$ cat src/shared/ecl_defs.vh
// Summary of operation
// - load bus parameter word into bus logic
// - bit 0 sets back-to-back capable flag
// - bit 1 sets user features flag
// - bit 2 gives third base address type
// - bits 6:3 become min grant 4:1
// - bits 10:7 become max latency 5:2
// - bits 15:11 feed wake and d1/d2 support
// - power word readable through power register
// - alternate address in words 10h-12h, low byte first
// - maker id word has no function
// - mac side loads first, bridge after
// - power word holds d0/d1, d2, d3 fields
// - scale 0b11 for selector 3 or 7, else 0b01
// - bus word at 0Ch, power word at 19h
`ifndef ECL_DEFS_VH
`define ECL_DEFS_VH
`define ECL_AW 6
`define ECL_OFS_MAC_FIRST 6'h03
`define ECL_OFS_MAC_LAST 6'h0B
`define ECL_OFS_DATE 6'h04
`define ECL_OFS_MAKER 6'h07
`define ECL_OFS_BUS_PARAM 6'h0C
`define ECL_OFS_ALT_ADDR0 6'h10
`define ECL_OFS_ALT_ADDR2 6'h12
`define ECL_OFS_SUB_VENDOR 6'h17
`define ECL_OFS_SUB_ID 6'h18
`define ECL_OFS_POWER 6'h19
`define ECL_OFS_CHECKSUM 6'h1F
`define ECL_DATE_DAY_LSB 0
`define ECL_DATE_MONTH_LSB 5
`define ECL_DATE_YEAR_LSB 9
`define ECL_SCALE_MILLI 2'h3
`define ECL_SCALE_DECI 2'h1
`define ECL_WORD_RESET 16'h0000
`define ECL_REG_STATUS 4'h0
`define ECL_REG_BUS_PARAM 4'h1
`define ECL_REG_POWER 4'h2
`define ECL_REG_SELECT 4'h3
`define ECL_REG_PM_DATA 4'h4
`define ECL_REG_DATE 4'h5
`define ECL_REG_MAKER 4'h6
`define ECL_REG_ALT0 4'h7
`define ECL_REG_ALT1 4'h8
`define ECL_REG_ALT2 4'h9
`define ECL_REG_CTRL 4'hA
`endif

$ cat src/rtl/ecl_word_mem.v
`timescale 1ns/10ps
`include "ecl_defs.vh"
module ecl_word_mem #(
  parameter AW = 6,
  parameter DW = 16
) (
  input wire clk,
  input wire ce,
  input wire wr_en,
  input wire [AW-1:0] wr_addr,
  input wire [DW-1:0] wr_data,
  input wire [AW-1:0] rd_addr,
  output reg [DW-1:0] rd_data_q
);
  reg [DW-1:0] mem [0:(1<<AW)-1];

  always @(posedge clk) begin
    if (ce) begin
      if (wr_en) begin
        mem[wr_addr] <= wr_data;
      end
      rd_data_q <= mem[rd_addr];
    end
  end
endmodule

$ cat src/rtl/ecl_loader.v
// Chosen here: the address map and the address-and-strobe port.
`timescale 1ns/10ps
`include "ecl_defs.vh"
module ecl_loader (
  input wire CLK,
  input wire RESET_N,
  input wire CE,
  input wire START,
  output reg EE_REQ,
  output reg [5:0] EE_ADDR,
  input wire EE_ACK,
  input wire [15:0] EE_DATA,
  input wire [3:0] REG_ADDR,
  input wire [15:0] REG_WDATA,
  input wire REG_WR,
  input wire REG_RD,
  output reg [15:0] REG_RDATA,
  output reg LOAD_DONE,
  output reg CHECKSUM_OK,
  output reg BACK_TO_BACK_CAPABLE,
  output reg USER_FEATURES_FLAG,
  output reg BELOW_ONE_MB_MAP,
  output reg [7:0] MIN_GRANT_FIELD,
  output reg [7:0] MAX_LATENCY_FIELD,
  output reg [4:0] WAKE_SUPPORT_FIELD,
  output reg D1_SUPPORT,
  output reg D2_SUPPORT,
  output reg [7:0] POWER_DATA,
  output reg [1:0] POWER_DATA_SCALE
);
  // ---------------------------------------------------------------
  // load sequencer
  // ---------------------------------------------------------------
  localparam [2:0] ST_IDLE = 3'h0;
  localparam [2:0] ST_REQ = 3'h1;
  localparam [2:0] ST_WAIT = 3'h2;
  localparam [2:0] ST_DONE = 3'h3;

  reg [2:0] state_q;
  reg [5:0] addr_q;
  reg [15:0] xor_q;
  reg [15:0] bus_param_word_q;
  reg [15:0] power_budget_word_q;
  reg [15:0] date_q;
  reg [15:0] maker_id_word_q;
  reg [3:0] power_data_selector_q;
  reg done_q;
  reg ack_s1_q;
  reg ack_s2_q;
  reg ack_s3_q;
  reg ack_seen_q;
  reg [15:0] data_s1_q;
  reg [15:0] data_s2_q;
  wire ack_rise;
  wire [15:0] alt0_word;
  wire [15:0] alt1_word;
  wire [15:0] alt2_word;
  wire [3:0] mem_raddr;
  wire [15:0] mem_rdata;

  // ack is a pin handshake; data held stable while ack high
  assign ack_rise = ack_s2_q & ack_s3_q & ~ack_seen_q;

  always @(posedge CLK) begin
    if (!RESET_N) begin
      ack_s1_q <= 1'b0;
      ack_s2_q <= 1'b0;
      ack_s3_q <= 1'b0;
      data_s1_q <= `ECL_WORD_RESET;
      data_s2_q <= `ECL_WORD_RESET;
    end else if (CE) begin
      ack_s1_q <= EE_ACK;
      ack_s2_q <= ack_s1_q;
      ack_s3_q <= ack_s2_q;
      data_s1_q <= EE_DATA;
      data_s2_q <= data_s1_q;
    end
  end

  always @(posedge CLK) begin
    if (!RESET_N) begin
      state_q <= ST_IDLE;
      addr_q <= `ECL_OFS_MAC_FIRST;
      xor_q <= `ECL_WORD_RESET;
      bus_param_word_q <= `ECL_WORD_RESET;
      power_budget_word_q <= `ECL_WORD_RESET;
      date_q <= `ECL_WORD_RESET;
      maker_id_word_q <= `ECL_WORD_RESET;
      done_q <= 1'b0;
      ack_seen_q <= 1'b0;
      EE_REQ <= 1'b0;
      EE_ADDR <= 6'h00;
      CHECKSUM_OK <= 1'b0;
    end else if (CE) begin
      if (!(ack_s2_q & ack_s3_q)) begin
        ack_seen_q <= 1'b0;
      end
      case (state_q)
        ST_IDLE: begin
          if (START) begin
            addr_q <= `ECL_OFS_MAC_FIRST;
            xor_q <= `ECL_WORD_RESET;
            state_q <= ST_REQ;
          end
        end
        ST_REQ: begin
          // mac words 03h-0Bh walk first, bridge words follow
          EE_ADDR <= addr_q;
          EE_REQ <= 1'b1;
          state_q <= ST_WAIT;
        end
        ST_WAIT: begin
          if (ack_rise) begin
            ack_seen_q <= 1'b1;
            EE_REQ <= 1'b0;
            if (addr_q != `ECL_OFS_CHECKSUM) begin
              xor_q <= xor_q ^ data_s2_q;
            end
            case (addr_q)
              `ECL_OFS_BUS_PARAM: bus_param_word_q <= data_s2_q;
              `ECL_OFS_POWER: power_budget_word_q <= data_s2_q;
              `ECL_OFS_DATE: date_q <= data_s2_q;
              `ECL_OFS_MAKER: maker_id_word_q <= data_s2_q;
              default: begin
              end
            endcase
            if (addr_q == `ECL_OFS_CHECKSUM) begin
              CHECKSUM_OK <= (xor_q == data_s2_q);
              done_q <= 1'b1;
              state_q <= ST_DONE;
            end else begin
              addr_q <= addr_q + 6'h01;
              state_q <= ST_REQ;
            end
          end
        end
        ST_DONE: begin
          EE_REQ <= 1'b0;
        end
        default: state_q <= ST_IDLE;
      endcase
    end
  end

  // ---------------------------------------------------------------
  // word image for alternate station address
  // ---------------------------------------------------------------
  wire mem_we;
  assign mem_we = (state_q == ST_WAIT) & ack_rise;
  // address taken on every enabled clock, read strobe or not, so data stand in the next cycle
  assign mem_raddr = REG_ADDR - `ECL_REG_ALT0;

  ecl_word_mem #(
    .AW(`ECL_AW),
    .DW(16)
  ) u_mem (
    .clk(CLK),
    .ce(CE),
    .wr_en(mem_we),
    .wr_addr(addr_q),
    .wr_data(data_s2_q),
    .rd_addr({2'b01, mem_raddr}),
    .rd_data_q(mem_rdata)
  );
  // alt_station_address: byte 2n low half, byte 2n+1 high half
  assign alt0_word = mem_rdata;
  assign alt1_word = mem_rdata;
  assign alt2_word = mem_rdata;

  // ---------------------------------------------------------------
  // configuration space fields
  // ---------------------------------------------------------------
  always @(posedge CLK) begin
    if (!RESET_N) begin
      LOAD_DONE <= 1'b0;
      BACK_TO_BACK_CAPABLE <= 1'b0;
      USER_FEATURES_FLAG <= 1'b0;
      BELOW_ONE_MB_MAP <= 1'b0;
      MIN_GRANT_FIELD <= 8'h00;
      MAX_LATENCY_FIELD <= 8'h00;
      WAKE_SUPPORT_FIELD <= 5'h00;
      D1_SUPPORT <= 1'b0;
      D2_SUPPORT <= 1'b0;
      POWER_DATA <= 8'h00;
      POWER_DATA_SCALE <= 2'h0;
    end else if (CE) begin
      LOAD_DONE <= done_q;
      if (done_q) begin
        BACK_TO_BACK_CAPABLE <= bus_param_word_q[0];
        USER_FEATURES_FLAG <= bus_param_word_q[1];
        BELOW_ONE_MB_MAP <= bus_param_word_q[2];
        MIN_GRANT_FIELD <= {3'h0, bus_param_word_q[6:3], 1'b0};
        MAX_LATENCY_FIELD <= {2'h0, bus_param_word_q[10:7], 2'h0};
        WAKE_SUPPORT_FIELD <= bus_param_word_q[15:11];
        D1_SUPPORT <= bus_param_word_q[11];
        D2_SUPPORT <= bus_param_word_q[12];
        case (power_data_selector_q)
          4'h0, 4'h1, 4'h4, 4'h5: POWER_DATA <= {3'h0, power_budget_word_q[5:1]};
          4'h2, 4'h6: POWER_DATA <= {3'h0, power_budget_word_q[10:6]};
          4'h3, 4'h7: POWER_DATA <= {3'h0, power_budget_word_q[15:11]};
          default: POWER_DATA <= 8'h00;
        endcase
        if (power_data_selector_q == 4'h3 || power_data_selector_q == 4'h7) begin
          POWER_DATA_SCALE <= `ECL_SCALE_MILLI;
        end else begin
          POWER_DATA_SCALE <= `ECL_SCALE_DECI;
        end
      end
    end
  end

  // ---------------------------------------------------------------
  // register port
  // ---------------------------------------------------------------
  always @(posedge CLK) begin
    if (!RESET_N) begin
      power_data_selector_q <= 4'h0;
    end else if (CE) begin
      if (REG_WR && REG_ADDR == `ECL_REG_SELECT) begin
        power_data_selector_q <= REG_WDATA[3:0];
      end
    end
  end

  reg [3:0] rd_addr_q;
  reg rd_q;
  always @(posedge CLK) begin
    if (!RESET_N) begin
      rd_addr_q <= 4'h0;
      rd_q <= 1'b0;
    end else if (CE) begin
      rd_addr_q <= REG_ADDR;
      rd_q <= REG_RD;
    end
  end

  always @* begin
    REG_RDATA = 16'h0000;
    if (rd_q) begin
      case (rd_addr_q)
        `ECL_REG_STATUS: REG_RDATA = {14'h0, CHECKSUM_OK, LOAD_DONE};
        `ECL_REG_BUS_PARAM: REG_RDATA = done_q ? bus_param_word_q : 16'h0000;
        `ECL_REG_POWER: REG_RDATA = done_q ? power_budget_word_q : 16'h0000;
        `ECL_REG_SELECT: REG_RDATA = {12'h0, power_data_selector_q};
        `ECL_REG_PM_DATA: REG_RDATA = {6'h0, POWER_DATA_SCALE, POWER_DATA};
        `ECL_REG_DATE: REG_RDATA = date_q;
        `ECL_REG_MAKER: REG_RDATA = maker_id_word_q;
        `ECL_REG_ALT0: REG_RDATA = alt0_word;
        `ECL_REG_ALT1: REG_RDATA = alt1_word;
        `ECL_REG_ALT2: REG_RDATA = alt2_word;
        default: REG_RDATA = 16'h0000;
      endcase
    end
  end
endmodule

$ cat config.mk
export PLATFORM = sky130hd
export DESIGN_NAME = ecl_loader
export DESIGN_NICKNAME = d
export VERILOG_FILES = /design/src/rtl/ecl_word_mem.v /design/src/rtl/ecl_loader.v
export VERILOG_INCLUDE_DIRS = /design/src /design/src/shared
export SDC_FILE = /design/constraint.sdc
export NUM_CORES = 1
export LEC_CHECK = 0
export ABC_AREA = 0
export BUFFER_PORTS_ARGS = -buffer_cell sky130_fd_sc_hd__buf_2
export CORE_MARGIN = 2
export CORE_UTILIZATION = 55
export CTS_BUF_LIST = sky130_fd_sc_hd__clkbuf_16
export CTS_CLUSTER_DIAMETER = 80
export DETAILED_ROUTE_END_ITERATION = 12
export GPL_TIMING_DRIVEN = 0
export PLACE_DENSITY = 0.73
export SYNTH_ARGS = -nofsm -noshare
export SYNTH_HDL_FRONTEND = slang
export SYNTH_SLANG_ARGS = --single-unit
$ cat constraint.sdc
create_clock -name CLK -period 8.15 [get_ports CLK]
set_input_delay 0.815 -clock CLK [delete_from_list [all_inputs] [get_ports CLK]]
set_output_delay 0.815 -clock CLK [all_outputs]
set_load 0.01 [all_outputs]
## Word level (Yosys, flattened, before mapping)

Memory sizes are Yosys's and may differ from the RTL's. A register that Yosys moved wholly into a read port is not among the register bits.
Index checks and enable logic that the tools add are counted.

- Bitwise operators: 6
- Muxes and demuxes: 26
- Add/sub/neg operators: 2
- Reductions and logical operators: 23
- Equality and inequality tests: 31

Operators with widths:

| kind | number |
|---|---|
| 16-bit one-hot mux with 8 select lines | 1 |
| 16-bit 2-to-1 mux | 6 |
| 4-bit by 3-bit equality test with 1-bit output, second input constant | 8 |
| 16-bit one-hot mux with 2 select lines | 1 |
| 4-bit AND reduction | 6 |
| 4-bit by 2-bit equality test with 1-bit output, second input constant | 5 |
| 6-bit 2-to-1 mux | 3 |
| 16-bit equality test | 1 |
| 16-bit XOR | 1 |
| 5-bit one-hot mux with 3 select lines | 1 |
| 6-bit by 3-bit equality test with 1-bit output, second input constant | 2 |
| 6-bit by 5-bit equality test with 1-bit output, second input constant | 2 |
| 3-bit one-hot mux with 4 select lines | 1 |
| 6-bit one-hot mux with 2 select lines | 1 |
| 5-bit AND reduction | 2 |
| 4-bit by 1-bit equality test with 1-bit output, second input constant | 2 |
| 4-bit equality test, second input constant | 2 |
| 4-bit zero test | 2 |
| 2-bit inequality test, second input constant | 4 |
| 1-bit 2-to-1 mux | 7 |
| 6-bit by 1-bit adder with 6-bit output, second input constant | 1 |
| 3-bit by 2-bit equality test with 1-bit output, second input constant | 2 |
| 6-bit by 4-bit equality test with 1-bit output, second input constant | 1 |
| 3-bit 2-to-1 mux | 2 |
| other kinds (17) | 24 |

- Output and inout port bits: 61
- Memories kept: 1
- Input port bits: 43
- Bits in registers: 172
- RAM bits: 1024

Memory list:

| memory | depth | bits a word | read ports | clocked after memory_dff | write ports | RTL line | text |
|---|---|---|---|---|---|---|---|
| u_mem.mem | 64 | 16 | 1 | 1 | 1 | ecl_word_mem.v:15 | `reg [DW-1:0] mem [0:(1<<AW)-1];` |

## Longest topological paths before layout

- Depth in word-level cells: 6
- Depth in mapped cells: 8

## By module

Synthesis repeated with hierarchy kept, for this count alone.

- Cells, all modules: 2670
- Area total of the unflattened synthesis: 47834.6 um^2

Modules (own cells, without submodules):

| module | seq. area each (um^2) | area an instance (um^2) | times used | cells an instance |
|---|---|---|---|---|
| ecl_word_mem | 31230.0 | 39998.4 | 1 | 1806 |
| ecl_loader | 3323.2 | 7836.3 | 1 | 864 |

## Least setup slack after synthesis

No wires, ideal clock.

- Kind: input to register
- Start: input CE
- End: memory u_mem.mem[23][0], enable pin
- Required time: 7.720 ns
- Arrival: 2.845 ns
- Library setup time: 0.430 ns
- Path slack: 4.875 ns
- Cell stages on the path: 3
- Path buffers: 0
- Cell sequence: nand3b_1 > nand2b_1 > nor4_1

- Cells in the longest elaborated chain, start to end: 2

RTL lines:

| what | RTL line | text |
|---|---|---|
| start: declaration | ecl_loader.v:7 | `input wire CE,` |
| 1-bit 2-to-1 mux | ecl_word_mem.v:18 | `if (ce) begin` |
| 1-bit 2-to-1 mux (not written as such) | ecl_word_mem.v:20 | `mem[wr_addr] <= wr_data;` |
| end: declaration | ecl_word_mem.v:15 |  |

Every way passes these cells.

## Worst setup path in the final report

- Start: register rd_addr_q[1]
- End: output REG_RDATA[15]

- Cells in the longest elaborated chain, start to end: 4
- Elaborated cells between the ends (all ways): 13

RTL lines:

| what | RTL line | text |
|---|---|---|
| start: declaration | ecl_loader.v:225 | `reg [3:0] rd_addr_q;` |
| start signal: assignment | ecl_loader.v:229 | `rd_addr_q <= 4'h0;` |
| start signal: assignment | ecl_loader.v:232 | `rd_addr_q <= REG_ADDR;` |
| 4-bit equality test / 4-bit by 3-bit equality test with 1-bit output (equally long branches) | ecl_loader.v:240 | `case (rd_addr_q)` |
| 3-bit OR reduction (no source line) | -- |  |
| 16-bit one-hot mux with 8 select lines (*) | ecl_loader.v:240 |  |
| 16-bit 2-to-1 mux (*) | ecl_loader.v:239 | `if (rd_q) begin` |
| end: declaration | ecl_loader.v:17 | `output reg [15:0] REG_RDATA,` |

Every way passes the cells marked *; elsewhere a longest branch is shown, timed or not.

==> summary.md <==
| Metric | Value |
|---|---|
| Status | `completed` |
| Mapped Area | `17500 sq um` |
| Setup TNS | `0 ps` |
| Largest net degree at the start of global routing | `25` |
| Worst setup SP type | `flip-flop` |
| Final max-slew violation count | `0` |
| Ratio of cells with drive above 1 in the final layout | `18.0%` |
| Floorplan row count | `65` |
| Initial DRC count | `1493` |
| RSZ-0062 raised after global routing | `no` |
| Final cycle utilization of the critical path | `48.0%` |
| DRT Wirelength | `46.2 mm` |
| Die area | `33300 sq um` |
| Area of the multi-input gates | `5600 sq um` |
| Number of buffers created by CTS | `43` |
| Seq cells post-synth | `438` |
| Height of the die | `183 microns` |
| DR vias | `11900` |
| Final Hold Viols | `0` |
| PostCTS Resize Cnt | `0` |
| Fmax | `0.256 GHz` |
| Clock Pin Slew Worst Setup and Hold Paths | `60 ps` |
| Post-synth EDFFs | `272` |
| R2R Setup Slk | `5280 ps` |
| Area Growth Syn to Fin | `15.2%` |
| PortBufs | `80` |
| Sequential share of the synthesized area | `65.6%` |
| First-pass GRT wire length | `69.6 mm` |
| Yosys cell types | `52` |
| Io pins | `104` |
| Async SR Flop Fraction | `0%` |
| N_diodes | `0` |
| Filler cells | `2305` |
| Final nets | `1537` |
| Pwr dens | `232 nW/um^2` |
| Slew headroom | `13.7%` |
| DPL Wire Length | `31.0 mm` |
| P_leak | `7.08 nW` |
| Mean post-synth cell area | `13.1 sq um` |
| Least-Margin Pin Slew | `1290 ps` |
| Yosys warning count | `0` |
| CTS tree | `built` |
| Placed cell count | `1847` |
| Clk buf depth | `3` |
| Total GRT Usage | `28.2%` |
| Initial antenna violation count | `0` |
| Skew-Pair Late Insertion Delay | `560 ps` |
| Critical Path Sink | `REG_RDATA[15]` |
| Worst R2R Path Depth | `6` |
| Number of max-cap violations | `0` |
| Maximum vdd drop | `0.000177 V` |
| Ys flop type | `edfxtp_1` |
| Die width | `183 microns` |
| Post-route minimum period | `3910 ps` |
| Finish-stage setup viols | `0` |
| Post-route antenna net violation count | `0` |
| Critical R2R Capture | `u_mem.mem[28][5]` |
| Critical Path RT | `7340 ps` |
| Post-CTS setup buffers | `0` |
| Crit path DAT | `3090 ps` |
| GP Congestion | `0.958` |
| Crit path launch | `rd_addr_q[1]` |
| Worst min-delay path class | `reg -> reg` |
| PnR Total Power | `4.68 mW` |
| Reg area | `11500 sq um` |
| Core area | `31500 sq um` |
| Residual DRC | `0` |
| CTS H-tree depth | `2` |
| Worst-path maximum fanout | `10` |
| Clk root buf | `clkbuf_16` |
| HP Start | `BELOW_ONE_MB_MAP` |
| Number of global-route vias before repair | `11500` |
| Mapped Cells | `1337` |
| Vias per inst | `6.17` |
| Hold Buf Count CTS | `0` |
| Setup crit end kind | `primary output` |
| CTS sink count | `438` |
| CP Class | `reg -> out` |
| DR WL/cell | `24.0 microns` |
| R2R Path Start | `state_q[0]` |
| Total gr overflow | `0` |
| Clk_skew | `23.4 ps` |
| Final Non-Filler Cells | `1926` |
| Initial Utilization | `55.7%` |
| First drt pass iteration count | `6` |
-- metrics by stage --
stage / utilization [%] / instance area [sq um] / worst slack, ps / hold WS [ps]
floorplan: - / 17600 / 4870 / 431
global placement: 58.7 / 18500 / 2910 / 438
detailed placement: 59.6 / 18800 / 4190 / 443
CTS: 64.1 / 20200 / 4330 / 452
global route: 64.1 / 20200 / 4050 / 472
finish: 64.1 / 20200 / 4240 / 452
-- placed cells by master, fill, tap and decap left out, types with 21 or more instances in the layout --
master	count
a21oi_1	97
buf_2	93
inv_1	21
mux2i_1	77
clkbuf_16	44
nor2_1	82
edfxtp_1	272
o21ai_0	59
dfxtp_1	166
clkbuf_1	74
nand2_1	178
nand3_1	29
a22oi_1	24
nand2b_1	23
mux4_2	64
-- power by group --
part / leakage [nW] / switching, mW / total [mW] / internal, mW
clock network: 0.728 / 0.835 / 2.01 / 1.17
registers: 3.89 / 0.0329 / 2.40 / 2.37
logic: 2.46 / 0.167 / 0.267 / 0.0998
total: 7.08 / 1.04 / 4.68 / 3.64
-- per-layer routing --
metal | wire length (microns) | GRT usage [%] | vias up | part of all wire [%]
met5 | 0 | 0 | - | 0
met4 | 1010 | 7.48 | 0 | 2.2
met3 | 4890 | 5.59 | 81 | 11
met2 | 21700 | 44.5 | 671 | 47
met1 | 18600 | 40.2 | 5879 | 40
li1 | - | - | 5258 | -
-- worst max-delay path: stages (launching register included) --
cell	delay, ps
dfxtp_1	310
buf_2	200
nor2b_1	310
nor3b_1	510
clkbuf_1	450
a22o_1	210
nand2_1	60
a21oi_1	310
buf_2	200
-- kinds of logic (layout without fill, tap and decap cells) --
group	count (synthesis)	after routing	share of synthesized area (%)
xor+xnor	9	9	0.450
fa+ha+maj	4	4	0.286
mux	141	141	12.6
compound gates	239	239	8.37
buf+inv	122	299	3.01
other cells	1	11	0.0214
flops	438	438	65.6
simple gates	383	383	9.68
-- registers in the layout, summed over array words and instances (netlist names), 6 cells and up --
register and cells:
power_budget_word_q 16, data_s2_q 16, maker_id_word_q 16, u_mem.mem 256, xor_q 16, data_s1_q 16
u_mem.rd_data_q 16, bus_param_word_q 16, EE_ADDR 6, addr_q 6, date_q 16
-- synth_stat cells, types with 6 or more instances --
| master | number | area [sq um] |
|---|---|---|
| a22o_1 | 14 | 123 |
| mux4_2 | 64 | 1440 |
| nor2_1 | 92 | 345 |
| inv_1 | 14 | 52.6 |
| nand3b_1 | 6 | 45.0 |
| nor3_1 | 18 | 90.1 |
| nand4_1 | 6 | 37.5 |
| clkbuf_1 | 74 | 278 |
| dfxtp_1 | 166 | 3320 |
| buf_1 | 6 | 22.5 |
| buf_4 | 14 | 105 |
| xor2_1 | 8 | 70.1 |
| a22oi_1 | 24 | 180 |
| buf_2 | 13 | 65.1 |
| nor2b_1 | 6 | 37.5 |
| nand2_1 | 178 | 668 |
| nand3_1 | 29 | 145 |
| mux2i_1 | 77 | 771 |
| a222oi_1 | 13 | 130 |
| nand2b_1 | 23 | 144 |
| edfxtp_1 | 272 | 8170 |
| o21ai_0 | 59 | 295 |
| a21oi_1 | 97 | 485 |
-- cell type report --
| class | count | share of cell area [%] |
|---|---|---|
| plain buffers | 107 | 2.33 |
| multi-input cells | 787 | 27.7 |
| repair buffers | 98 | 3.17 |
| inverters | 15 | 0.279 |
| clock buffers | 44 | 5.45 |
| well taps | 402 | 2.49 |
| clock inverters | 35 | 1.61 |
| flip-flops and latches | 438 | 56.9 |
-- worst min path at each step --
stage	depth (start not counted)	end	slack [ps]
2_1_floorplan	2	date_q[5]	430
3_3_place_gp	2	maker_id_word_q[14]	440
3_5_place_dp	2	BELOW_ONE_MB_MAP	440
4_1_cts	2	BELOW_ONE_MB_MAP	450
5_1_grt	2	date_q[1]	470
6_report	2	BELOW_ONE_MB_MAP	450
(Power assumes the default switching activity.)
